$ cat src/cpeg_pkg.sv
// Shared offsets, reset values, timing and helpers of the command pulse electronic gear
package cpeg_pkg;
   // Register word offsets on the plain register port
   localparam logic [3:0] OFS_NUM = 4'h0;
   localparam logic [3:0] OFS_DEN = 4'h1;
   localparam logic [3:0] OFS_RAMP = 4'h2;
   localparam logic [3:0] OFS_GAIN = 4'h3;
   localparam logic [3:0] OFS_INPOS = 4'h4;
   localparam logic [3:0] OFS_EXCESS = 4'h5;
   localparam logic [3:0] OFS_NUM_PANEL = 4'h6;
   localparam logic [3:0] OFS_DEN_PANEL = 4'h7;
   localparam logic [3:0] OFS_STATUS = 4'h8;
   localparam logic [3:0] OFS_MASK = 4'h9;
   localparam logic [3:0] OFS_DEV = 4'ha;
   localparam logic [3:0] OFS_SPEED = 4'hb;

   // Setting limits
   localparam logic [31:0] SET_MAX = 32'h00007fff;
   localparam logic [31:0] PANEL_MAX = 32'h0000270f;
   localparam logic [31:0] RAMP_MAX = 32'h0000c350;

   // Values after reset
   localparam logic [14:0] RST_NUM = 15'h0001;
   localparam logic [14:0] RST_DEN = 15'h0001;
   localparam logic [15:0] RST_RAMP = 16'h0000;
   localparam logic [15:0] RST_GAIN = 16'h0019;
   localparam logic [15:0] RST_INPOS = 16'h0064;
   localparam logic [27:0] RST_EXCESS = 28'h0030000;
   localparam logic [3:0] RST_MASK = 4'h0;

   // Positions in the pin synchroniser vector
   localparam int PIN_FWD = 0;
   localparam int PIN_REV = 1;
   localparam int PIN_ENC_A = 2;
   localparam int PIN_ENC_B = 3;
   localparam int PIN_CLR = 4;
   localparam int PIN_FIT = 5;

   // Status and mask bit positions
   localparam int ST_INPOS = 0;
   localparam int ST_EXCESS = 1;
   localparam int ST_CLEAR = 2;
   localparam int ST_REJECT = 3;

   // Ramp time base: one step per millisecond at the 4 ns clock
   localparam int CLK_NS = 4;
   localparam int RAMP_STEP_NS = 1000000;
   localparam int RAMP_STEP_CYC = RAMP_STEP_NS / CLK_NS;

   // Magnitude of a signed deviation-width value
   function automatic logic [27:0] mag(input logic signed [27:0] v);
      mag = v[27] ? 28'(-v) : 28'(v);
   endfunction : mag
endpackage : cpeg_pkg

$ cat src/cpeg_core.sv
// Electronic gear, command smoothing and deviation counter of the pulse-train position loop
// Requirements behind this block
// Scale command pulses by numerator over denominator
// Steady state: scaled rate matches feedback rate
// Count encoder quadrature edges times four
// Software keeps ratio between 1/50 and 20
// Panel entry of ratio capped at 9999
// Open-collector command pulses stay under 200kpps; the controller model sends one every six clocks
// Droop equals command rate over loop gain
// Controller waits three over gain to settle
// Ramp command rate over 0 to 50s
// Use smoothing for large ratio, low speed
// Ratio and ramp writable only with option fitted
// Clear input falling edge clears deviation counter
// In-position while droop below programmed width
// Carry scaling remainder between pulses
// Zero denominator rejected, previous ratio kept
`timescale 1ns/1ps
module cpeg_core #(
   parameter int unsigned RAMP_STEP_CYC = cpeg_pkg::RAMP_STEP_CYC
) (
   input wire logic clk,
   input wire logic rst_b,
   input wire logic cmd_fwd_pin,
   input wire logic cmd_rev_pin,
   input wire logic enc_a_pin,
   input wire logic enc_b_pin,
   input wire logic deviation_clear_input,
   input wire logic option_fitted_pin,
   input wire logic [3:0] reg_addr,
   input wire logic [31:0] reg_wdata,
   input wire logic reg_wr,
   input wire logic reg_rd,
   output logic [31:0] reg_rdata,
   output logic [31:0] speed_command,
   output logic in_position_output,
   output logic error_excess,
   output logic irq
);
   typedef struct packed {
      logic [5:0] sy1;
      logic [5:0] sy2;
      logic [5:0] sy3;
      logic [5:0] stab;
      logic [14:0] num;
      logic [14:0] den;
      logic [15:0] ramp;
      logic [15:0] gain;
      logic [15:0] inpos_w;
      logic [27:0] exc_lim;
      logic signed [39:0] acc;
      logic signed [27:0] dev;
      logic g_up;
      logic g_dn;
      logic [3:0] status;
      logic [3:0] mask;
      logic [31:0] rdata;
      logic [31:0] speed;
      logic in_pos;
      logic excess;
      logic irq;
   } cpeg_core_s;

   cpeg_core_s q;
   cpeg_core_s n;

   logic [5:0] pins;
   logic [5:0] agree;
   logic [5:0] stab_n;
   logic fwd_rise;
   logic rev_rise;
   logic clr_fall;
   logic a0;
   logic b0;
   logic a1;
   logic b1;
   logic fb_step;
   logic fb_up;
   logic fb_dn;
   logic cmd_up;
   logic cmd_dn;
   logic fitted;
   logic r_up;
   logic r_dn;
   logic den_rej;
   logic inpos_now;
   logic excess_now;
   logic [3:0] ev;
   logic [3:0] w1c;
   logic signed [39:0] num_s;
   logic signed [39:0] den_s;
   logic signed [39:0] add;
   logic signed [44:0] prod;
   logic [31:0] speed_now;
   logic [31:0] rd_val;

   // Limit a written value to a setting's top
   function automatic logic [31:0] clamp(input logic [31:0] v, input logic [31:0] lim);
      clamp = (v > lim) ? lim : v;
   endfunction : clamp

   // Saturate the speed product into 32 signed bits rather than wrap
   function automatic logic [31:0] sat32(input logic signed [44:0] v);
      if (v > 45'sh0007fffffff) begin
         sat32 = 32'h7fffffff;
      end else if (v < -45'sh00080000000) begin
         sat32 = 32'h80000000;
      end else begin
         sat32 = v[31:0];
      end
   endfunction : sat32

   // Pins enter a three-stage synchroniser
   assign pins = {option_fitted_pin, deviation_clear_input, enc_b_pin, enc_a_pin, cmd_rev_pin, cmd_fwd_pin};

   // A pin level moves only once stages two and three agree, which drops one-cycle glitches
   assign agree = ~(q.sy2 ^ q.sy3);
   assign stab_n = (agree & q.sy2) | (~agree & q.stab);

   // Edges of the filtered levels
   assign fwd_rise = stab_n[cpeg_pkg::PIN_FWD] & ~q.stab[cpeg_pkg::PIN_FWD];
   assign rev_rise = stab_n[cpeg_pkg::PIN_REV] & ~q.stab[cpeg_pkg::PIN_REV];
   assign clr_fall = q.stab[cpeg_pkg::PIN_CLR] & ~stab_n[cpeg_pkg::PIN_CLR];
   assign fitted = q.stab[cpeg_pkg::PIN_FIT];
   assign cmd_up = fwd_rise & ~rev_rise;
   assign cmd_dn = rev_rise & ~fwd_rise;

   // Every quadrature edge counts once; A leading B is forward
   assign a0 = q.stab[cpeg_pkg::PIN_ENC_A];
   assign b0 = q.stab[cpeg_pkg::PIN_ENC_B];
   assign a1 = stab_n[cpeg_pkg::PIN_ENC_A];
   assign b1 = stab_n[cpeg_pkg::PIN_ENC_B];
   assign fb_step = (a0 ^ a1) ^ (b0 ^ b1);
   assign fb_up = fb_step & ~(a0 ^ b1);
   assign fb_dn = fb_step & (a0 ^ b1);

   // Gear operands at accumulator width
   assign num_s = $signed({25'h0, q.num});
   assign den_s = $signed({25'h0, q.den});
   assign add = cmd_up ? num_s : (cmd_dn ? -num_s : 40'sh0);

   // Droop times gain is the speed command handed to the speed loop
   assign prod = $signed(q.dev) * $signed({1'b0, q.gain});
   assign speed_now = sat32(prod);

   // Position window and excess checks on the droop
   assign inpos_now = cpeg_pkg::mag(q.dev) < {12'h0, q.inpos_w};
   assign excess_now = cpeg_pkg::mag(q.dev) > q.exc_lim;

   // A zero denominator write with the option fitted is refused and flagged
   assign den_rej = reg_wr && fitted && reg_wdata == 32'h0 &&
                    (reg_addr == cpeg_pkg::OFS_DEN || reg_addr == cpeg_pkg::OFS_DEN_PANEL);

   // Events that set sticky status
   assign ev[cpeg_pkg::ST_INPOS] = inpos_now & ~q.in_pos;
   assign ev[cpeg_pkg::ST_EXCESS] = excess_now & ~q.excess;
   assign ev[cpeg_pkg::ST_CLEAR] = clr_fall;
   assign ev[cpeg_pkg::ST_REJECT] = den_rej;
   assign w1c = (reg_wr && reg_addr == cpeg_pkg::OFS_STATUS) ? reg_wdata[3:0] : 4'h0;

   // Smoothing stage between the gear and the deviation counter
   cpeg_ramp #(
      .STEP_CYC(RAMP_STEP_CYC)
   ) u_ramp (
      .clk(clk),
      .rst_b(rst_b),
      .tau_ms(q.ramp),
      .in_up(q.g_up),
      .in_dn(q.g_dn),
      .out_up(r_up),
      .out_dn(r_dn)
   );

   // Read mux
   always_comb begin
      case (reg_addr)
         cpeg_pkg::OFS_NUM: rd_val = {17'h0, q.num};
         cpeg_pkg::OFS_DEN: rd_val = {17'h0, q.den};
         cpeg_pkg::OFS_RAMP: rd_val = {16'h0, q.ramp};
         cpeg_pkg::OFS_GAIN: rd_val = {16'h0, q.gain};
         cpeg_pkg::OFS_INPOS: rd_val = {16'h0, q.inpos_w};
         cpeg_pkg::OFS_EXCESS: rd_val = {4'h0, q.exc_lim};
         cpeg_pkg::OFS_STATUS: rd_val = {28'h0, q.status};
         cpeg_pkg::OFS_MASK: rd_val = {28'h0, q.mask};
         cpeg_pkg::OFS_DEV: rd_val = {{4{q.dev[27]}}, q.dev};
         cpeg_pkg::OFS_SPEED: rd_val = q.speed;
         default: rd_val = 32'h0;
      endcase
   end

   // Next-state logic of the whole block
   always_comb begin
      n = q;
      n.sy1 = pins;
      n.sy2 = q.sy1;
      n.sy3 = q.sy2;
      n.stab = stab_n;

      // Whole pulses leave the accumulator, the fraction stays for the next pulse
      n.g_up = q.acc >= den_s;
      n.g_dn = q.acc <= -den_s;
      n.acc = q.acc + add - (n.g_up ? den_s : 40'sh0) + (n.g_dn ? den_s : 40'sh0);

      // Deviation counter: smoothed command in, four-times feedback out
      n.dev = q.dev + (r_up ? 28'sh1 : 28'sh0) - (r_dn ? 28'sh1 : 28'sh0)
              - (fb_up ? 28'sh1 : 28'sh0) + (fb_dn ? 28'sh1 : 28'sh0);
      if (clr_fall) begin
         n.dev = 28'sh0;
      end

      n.speed = speed_now;
      n.in_pos = inpos_now;
      n.excess = excess_now;

      // Register writes; ratio and ramp settings need the option present
      if (reg_wr) begin
         case (reg_addr)
            cpeg_pkg::OFS_NUM: begin
               if (fitted) begin
                  n.num = 15'(clamp(reg_wdata, cpeg_pkg::SET_MAX));
               end
            end
            cpeg_pkg::OFS_DEN: begin
               if (fitted && !den_rej) begin
                  n.den = 15'(clamp(reg_wdata, cpeg_pkg::SET_MAX));
               end
            end
            cpeg_pkg::OFS_NUM_PANEL: begin
               if (fitted) begin
                  n.num = 15'(clamp(reg_wdata, cpeg_pkg::PANEL_MAX));
               end
            end
            cpeg_pkg::OFS_DEN_PANEL: begin
               if (fitted && !den_rej) begin
                  n.den = 15'(clamp(reg_wdata, cpeg_pkg::PANEL_MAX));
               end
            end
            cpeg_pkg::OFS_RAMP: begin
               if (fitted) begin
                  n.ramp = 16'(clamp(reg_wdata, cpeg_pkg::RAMP_MAX));
               end
            end
            cpeg_pkg::OFS_GAIN: n.gain = reg_wdata[15:0];
            cpeg_pkg::OFS_INPOS: n.inpos_w = reg_wdata[15:0];
            cpeg_pkg::OFS_EXCESS: n.exc_lim = reg_wdata[27:0];
            cpeg_pkg::OFS_MASK: n.mask = reg_wdata[3:0];
            default: ;
         endcase
      end

      // Sticky status: a new event beats a clear in the same cycle
      n.status = (q.status & ~w1c) | ev;
      n.irq = |(n.status & n.mask);

      // Read data stand only in the cycle after the strobe
      n.rdata = reg_rd ? rd_val : 32'h0;
   end

   // State register; every field takes a constant at reset
   always_ff @(posedge clk or negedge rst_b) begin
      if (!rst_b) begin
         q <= '0;
         q.num <= cpeg_pkg::RST_NUM;
         q.den <= cpeg_pkg::RST_DEN;
         q.ramp <= cpeg_pkg::RST_RAMP;
         q.gain <= cpeg_pkg::RST_GAIN;
         q.inpos_w <= cpeg_pkg::RST_INPOS;
         q.exc_lim <= cpeg_pkg::RST_EXCESS;
         q.mask <= cpeg_pkg::RST_MASK;
      end else begin
         q <= n;
      end
   end

   // Outputs straight from flip-flops
   assign reg_rdata = q.rdata;
   assign speed_command = q.speed;
   assign in_position_output = q.in_pos;
   assign error_excess = q.excess;
   assign irq = q.irq;
endmodule : cpeg_core

$ cat src/cpeg_ramp.sv
// First-order smoothing of the scaled command pulse stream
`timescale 1ns/1ps
module cpeg_ramp #(
   parameter int unsigned STEP_CYC = cpeg_pkg::RAMP_STEP_CYC
) (
   input wire logic clk,
   input wire logic rst_b,
   input wire logic [15:0] tau_ms,
   input wire logic in_up,
   input wire logic in_dn,
   output logic out_up,
   output logic out_dn
);
   typedef struct packed {
      logic signed [27:0] backlog;
      logic [43:0] credit;
      logic [31:0] tick;
      logic up;
      logic dn;
   } cpeg_ramp_s;

   cpeg_ramp_s q;
   cpeg_ramp_s n;
   logic [43:0] credit_v;
   logic rel;
   logic pass;

   // Each step adds the backlog to a credit; one pulse leaves per tau of credit,
   // so the release rate is backlog / tau, a first-order lag
   always_comb begin
      n = q;
      credit_v = q.credit;
      rel = 1'b0;
      pass = (tau_ms == 16'h0000) && (q.backlog == 28'sh0);
      n.up = 1'b0;
      n.dn = 1'b0;
      if (q.tick >= 32'(STEP_CYC - 1)) begin
         n.tick = 32'h0;
         credit_v = q.credit + {16'h0, cpeg_pkg::mag(q.backlog)};
      end else begin
         n.tick = q.tick + 32'h1;
      end
      // An empty backlog must not bank credit, or the next move would jump
      if (q.backlog == 28'sh0) begin
         credit_v = 44'h0;
      end
      if (pass) begin
         n.up = in_up & ~in_dn;
         n.dn = in_dn & ~in_up;
      end else begin
         // A zero time constant with a leftover backlog drains it at clock rate
         rel = (q.backlog != 28'sh0) && (tau_ms == 16'h0000 || credit_v >= {28'h0, tau_ms});
         if (rel && tau_ms != 16'h0000) begin
            credit_v = credit_v - {28'h0, tau_ms};
         end
         n.up = rel & ~q.backlog[27];
         n.dn = rel & q.backlog[27];
         n.backlog = q.backlog + (in_up ? 28'sh1 : 28'sh0) - (in_dn ? 28'sh1 : 28'sh0)
                     - (n.up ? 28'sh1 : 28'sh0) + (n.dn ? 28'sh1 : 28'sh0);
      end
      n.credit = credit_v;
   end

   // State register
   always_ff @(posedge clk or negedge rst_b) begin
      if (!rst_b) begin
         q <= '0;
      end else begin
         q <= n;
      end
   end

   assign out_up = q.up;
   assign out_dn = q.dn;
endmodule : cpeg_ramp

$ cat config.mk
export PLATFORM = sky130hd
export DESIGN_NAME = cpeg_core
export DESIGN_NICKNAME = d
export VERILOG_FILES = /design/src/cpeg_pkg.sv /design/src/cpeg_core.sv /design/src/cpeg_ramp.sv
export SDC_FILE = /design/constraint.sdc
export NUM_CORES = 2
export LEC_CHECK = 0
export BUFFER_PORTS_ARGS = -buffer_cell sky130_fd_sc_hd__clkbuf_2
export CORE_UTILIZATION = 59
export CTS_CLUSTER_SIZE = 10
export DETAILED_ROUTE_END_ITERATION = 7
export PLACE_DENSITY_LB_ADDON = 0.3
export SYNTH_ARGS = -nofsm -noshare
export SYNTH_HDL_FRONTEND = slang
export SYNTH_SLANG_ARGS = --single-unit
$ cat constraint.sdc
create_clock -name clk -period 7.5 [get_ports clk]
set_clock_uncertainty 0.05 [all_clocks]
set_input_delay 1.5 -clock clk [delete_from_list [all_inputs] [get_ports clk]]
set_output_delay 1.5 -clock clk [all_outputs]
set_load 0.01 [all_outputs]
==> impl_summary.md <==
Drt
Using the TritonRoute via totals, the vias-per-cell ratio works out to 5.84. The count of antenna-violating nets left after detailed routing is 0. The pre-antenna-repair detailed-routing pass consisted of 6 iterations. The number of remaining DRC errors is 0. The overall via count from detail_route is 39,301.

The mean routed wirelength per cell is between 20 and 25 µm. The final layout contains routed wiring with a total length of roughly 140 mm. For this block, the initial DRC count from the detailed router was approximately 3,300.

Floorplanning
The full die area is around 0.078 mm². The count of pins on the block boundary is roughly 110. The initialized floorplan defines approximately 100 standard-cell rows. The die is roughly 280 µm wide.

The die span in y is around 280 µm. The effective utilization at floorplan is approximately three fifths. The placeable core region is 0.0761 mm².

Worst setup path
The slowest stage of the critical path belongs to the cell sky130_fd_sc_hd__o41a_1. The critical path contains buffers and inverters numbering 7 combined. The delay of the slowest cell on the worst path is approximately 540 ps.

The startpoint type of the worst setup path is a flip-flop. Among cell families on the critical path, the largest total delay comes from compound AO/OA/AOI/OAI gates. In this design, the critical path's most frequently occurring cell is sky130_fd_sc_hd__a21oi_2.

STA classifies the critical path endpoint as a flip-flop. The data arrival time of the worst path is roughly 8500 ps. Of all nets on the critical path, the largest fanout is 4. STA puts the critical path data required time at around 7900 ps.

The worst setup path is of the flip-flop to flip-flop kind.

STA
The number of max-slew violations in the final report is 0. Setup violations remaining at the end of the flow were counted as between 40 and 50. The highest attainable clock frequency is about 120 MHz. The final hold violation count was 0. At the pin with the least slew margin, the transition time is 1210 ps.

Setup repair after global routing could not meet its margin everywhere. In this run the tightest slew margin relative to its limit is a little under a fifth. The clock period minus worst slack is slightly above 8000 ps. The share of the clock period used by the worst path is 108%. The smallest setup slack after layout is -601 ps.

Global routing
The number of antenna violations at the first check in global routing is 7. The wire length of the first global-routing pass is approximately 220 mm. Entering global routing, the biggest net connects about 160 pins. The via count of the first global-routing pass is just over 40,000.

The total congestion overflow after global routing is 0. Global routing used 35.2% of the available tracks across all layers.

Placement
After detailed placement, the total cell area comes to 0.0505 mm². The HPWL after detailed placement is ~100 mm. The count of port buffers added during placement is about 110.

The final weighted congestion in routability-driven placement is 0.981.

Logic synthesis
The sequential share of the synthesized area is a little over a fifth. In the synthesized netlist, the number of instances is just over 5,000. A synthesized cell averages about 9 µm². In the synthesized netlist the dominant register cell turns out to be sky130_fd_sc_hd__dfrtp_1. The number of distinct standard cells referenced by the synthesized netlist is 93. The count of flip-flops with a built-in enable after synthesis is 0. The number of flip-flops and latches in the synthesized netlist is about 380. The cell area after synthesis is approximately 0.045 mm².

The share of flip-flops with an asynchronous set or reset after synthesis is 100%. Yosys printed 0 warnings.

Clocking
The clock transition at the register clock pins on the worst setup and hold paths after CTS is roughly 60 ps. The CTS root buffer is sky130_fd_sc_hd__clkbuf_16. The deepest clock path buffer count is 3. The level count of the clock H-tree is 2. The number of buffers added by the clock tree synthesis step is 48.

For the worst-skew pair, the clock arrives at the later sink with an insertion delay of around 640 ps. The clock tree from TritonCTS is yes. The number of sinks on the clock net is ~380.

Status
The run finished, with violations left. The checks that failed: negative setup slack.

Run
Across the run, the number of max-cap violations was 0.

Cells and area
The post-route cell area is 0.0541 mm². The layout overhead on the synthesized area is 19.1%. The post-route netlist has 20.4% of its cells at a drive strength greater than 1. The number of nets at the end of the flow is between 6,000 and 7,000.

Worst hold path
The path class of the tightest hold or removal check is flip-flop to flip-flop.
## per-layer routing
layer	up-vias	global-route usage (%)	part of all wire [%]
met2	1619	58.6	48
met3	461	5.44	7.6
li1	17830	-	-
met5	-	0	0.030
met4	6	18.0	6.0
met1	19385	44.5	39
## cells by family (layout without fill, tap and decap cells)
kind of cell / after synthesis / in the layout / synth area share, %
xor+xnor: 266 / 266 / 5.13
other cells: 1 / 18 / 0.00825
mux: 73 / 73 / 1.85
flops: 381 / 381 / 21.0
simple gates: 1467 / 1467 / 15.5
fa+ha+maj: 927 / 927 / 33.3
compound gates: 945 / 945 / 13.6
buf+inv: 1091 / 1618 / 9.62
## sequential cells by signal (all words and copies together) (netlist names), named ones only
signal and cells:
irq 1, q 163, speed_command 32, a0 1, error_excess 1, num_s 15, u_ramp.q 104, u_ramp.out_up 1
reg_rdata 32, b0 1, u_ramp.out_dn 1, den_s 15, n 12, in_position_output 1
## final cells by class
class	instances	area, µm²
antenna	4	10.0
sequential	381	9560
inverter	807	3040
clock buffer	73	1360
fill	5680	22000
timing repair buffer	727	5730
clock inverter	11	115
multi-input combinational	3692	33000
tap	1030	1290
## synthesized netlist by cell type (33+ instances only)
master,n,area share [%]
sky130_fd_sc_hd__xnor2_1,198,3.8
sky130_fd_sc_hd__nor2_1,282,2.3
sky130_fd_sc_hd__inv_1,807,6.7
sky130_fd_sc_hd__or3_1,33,0.45
sky130_fd_sc_hd__nor2b_1,38,0.52
sky130_fd_sc_hd__and2_1,208,2.9
sky130_fd_sc_hd__nor4_1,37,0.51
sky130_fd_sc_hd__a22oi_1,81,1.3
sky130_fd_sc_hd__nand3_1,57,0.63
sky130_fd_sc_hd__o21ai_0,211,2.3
sky130_fd_sc_hd__o21a_1,40,0.66
sky130_fd_sc_hd__clkbuf_1,192,1.6
sky130_fd_sc_hd__dfrtp_1,371,20
sky130_fd_sc_hd__xor2_1,68,1.3
sky130_fd_sc_hd__buf_4,65,1.1
sky130_fd_sc_hd__o21bai_1,37,0.61
sky130_fd_sc_hd__ha_1,450,12
sky130_fd_sc_hd__a21o_1,98,1.6
sky130_fd_sc_hd__nand2_1,543,4.5
sky130_fd_sc_hd__mux2_2,55,1.4
sky130_fd_sc_hd__nor3_1,94,1.0
sky130_fd_sc_hd__nand4_1,55,0.76
sky130_fd_sc_hd__nand2b_1,36,0.50
sky130_fd_sc_hd__fa_1,470,21
sky130_fd_sc_hd__a21oi_1,234,2.6
## path summary, 6_finish.rpt
path / end / cells after the start / slack, ps / start
worst max-delay path: u_ramp.q[105] / 45 / -600 / u_ramp.q[79]
worst min-delay path: n[257] / 0 / 270 / n[263]
worst max register to register: u_ramp.q[105] / 45 / -600 / u_ramp.q[79]
worst min register to register: n[257] / 0 / 270 / n[263]
max in group asynchronous: u_ramp.q[80] / 2 / 4890 / rst_b
min in group asynchronous: q[141] / 1 / 830 / rst_b
## placed cells by master, fill, tap and decap left out, types with 149 or more instances in the layout
cell type / Yosys / final
sky130_fd_sc_hd__inv_1: 807 / 794
sky130_fd_sc_hd__buf_4: 65 / 565
sky130_fd_sc_hd__nand2_1: 543 / 526
sky130_fd_sc_hd__fa_1: 470 / 458
sky130_fd_sc_hd__ha_1: 450 / 426
sky130_fd_sc_hd__dfrtp_1: 371 / 364
sky130_fd_sc_hd__nor2_1: 282 / 266
sky130_fd_sc_hd__and2_1: 208 / 207
sky130_fd_sc_hd__a21oi_1: 234 / 203
sky130_fd_sc_hd__xnor2_1: 198 / 187
sky130_fd_sc_hd__o21ai_0: 211 / 149
## stage by stage
step | utilization [%] | setup TNS, ps | setup slack, ps | instances | hold WS, ps
4_1_cts | 69.9 | -3200 | -500 | 6697 | 271
2_1_floorplan | - | -124 | -118 | 5164 | 281
6_report | 71.1 | -6750 | -601 | 6725 | 269
5_1_grt | 71.1 | -21290 | -1060 | 6721 | 288
3_5_place_dp | 66.4 | -21440 | -743 | 6566 | 288
3_3_place_gp | 66.4 | -16110 | -596 | 6566 | 286
## timing repair
| action | in CTS | in global routing |
|---|---|---|
| pin swaps | 141 | 137 |
| buffers inserted | 43 | 27 |
| hold buffers | 0 | 0 |
| gates resized for setup | 193 | 161 |
| cloned | 6 | 2 |
| endpoints found under the setup margin | 55 | 63 |
Power is left out: the tool's default activity adds up to more than one toggle a clock period on the data nets, which glitch-free logic cannot reach.
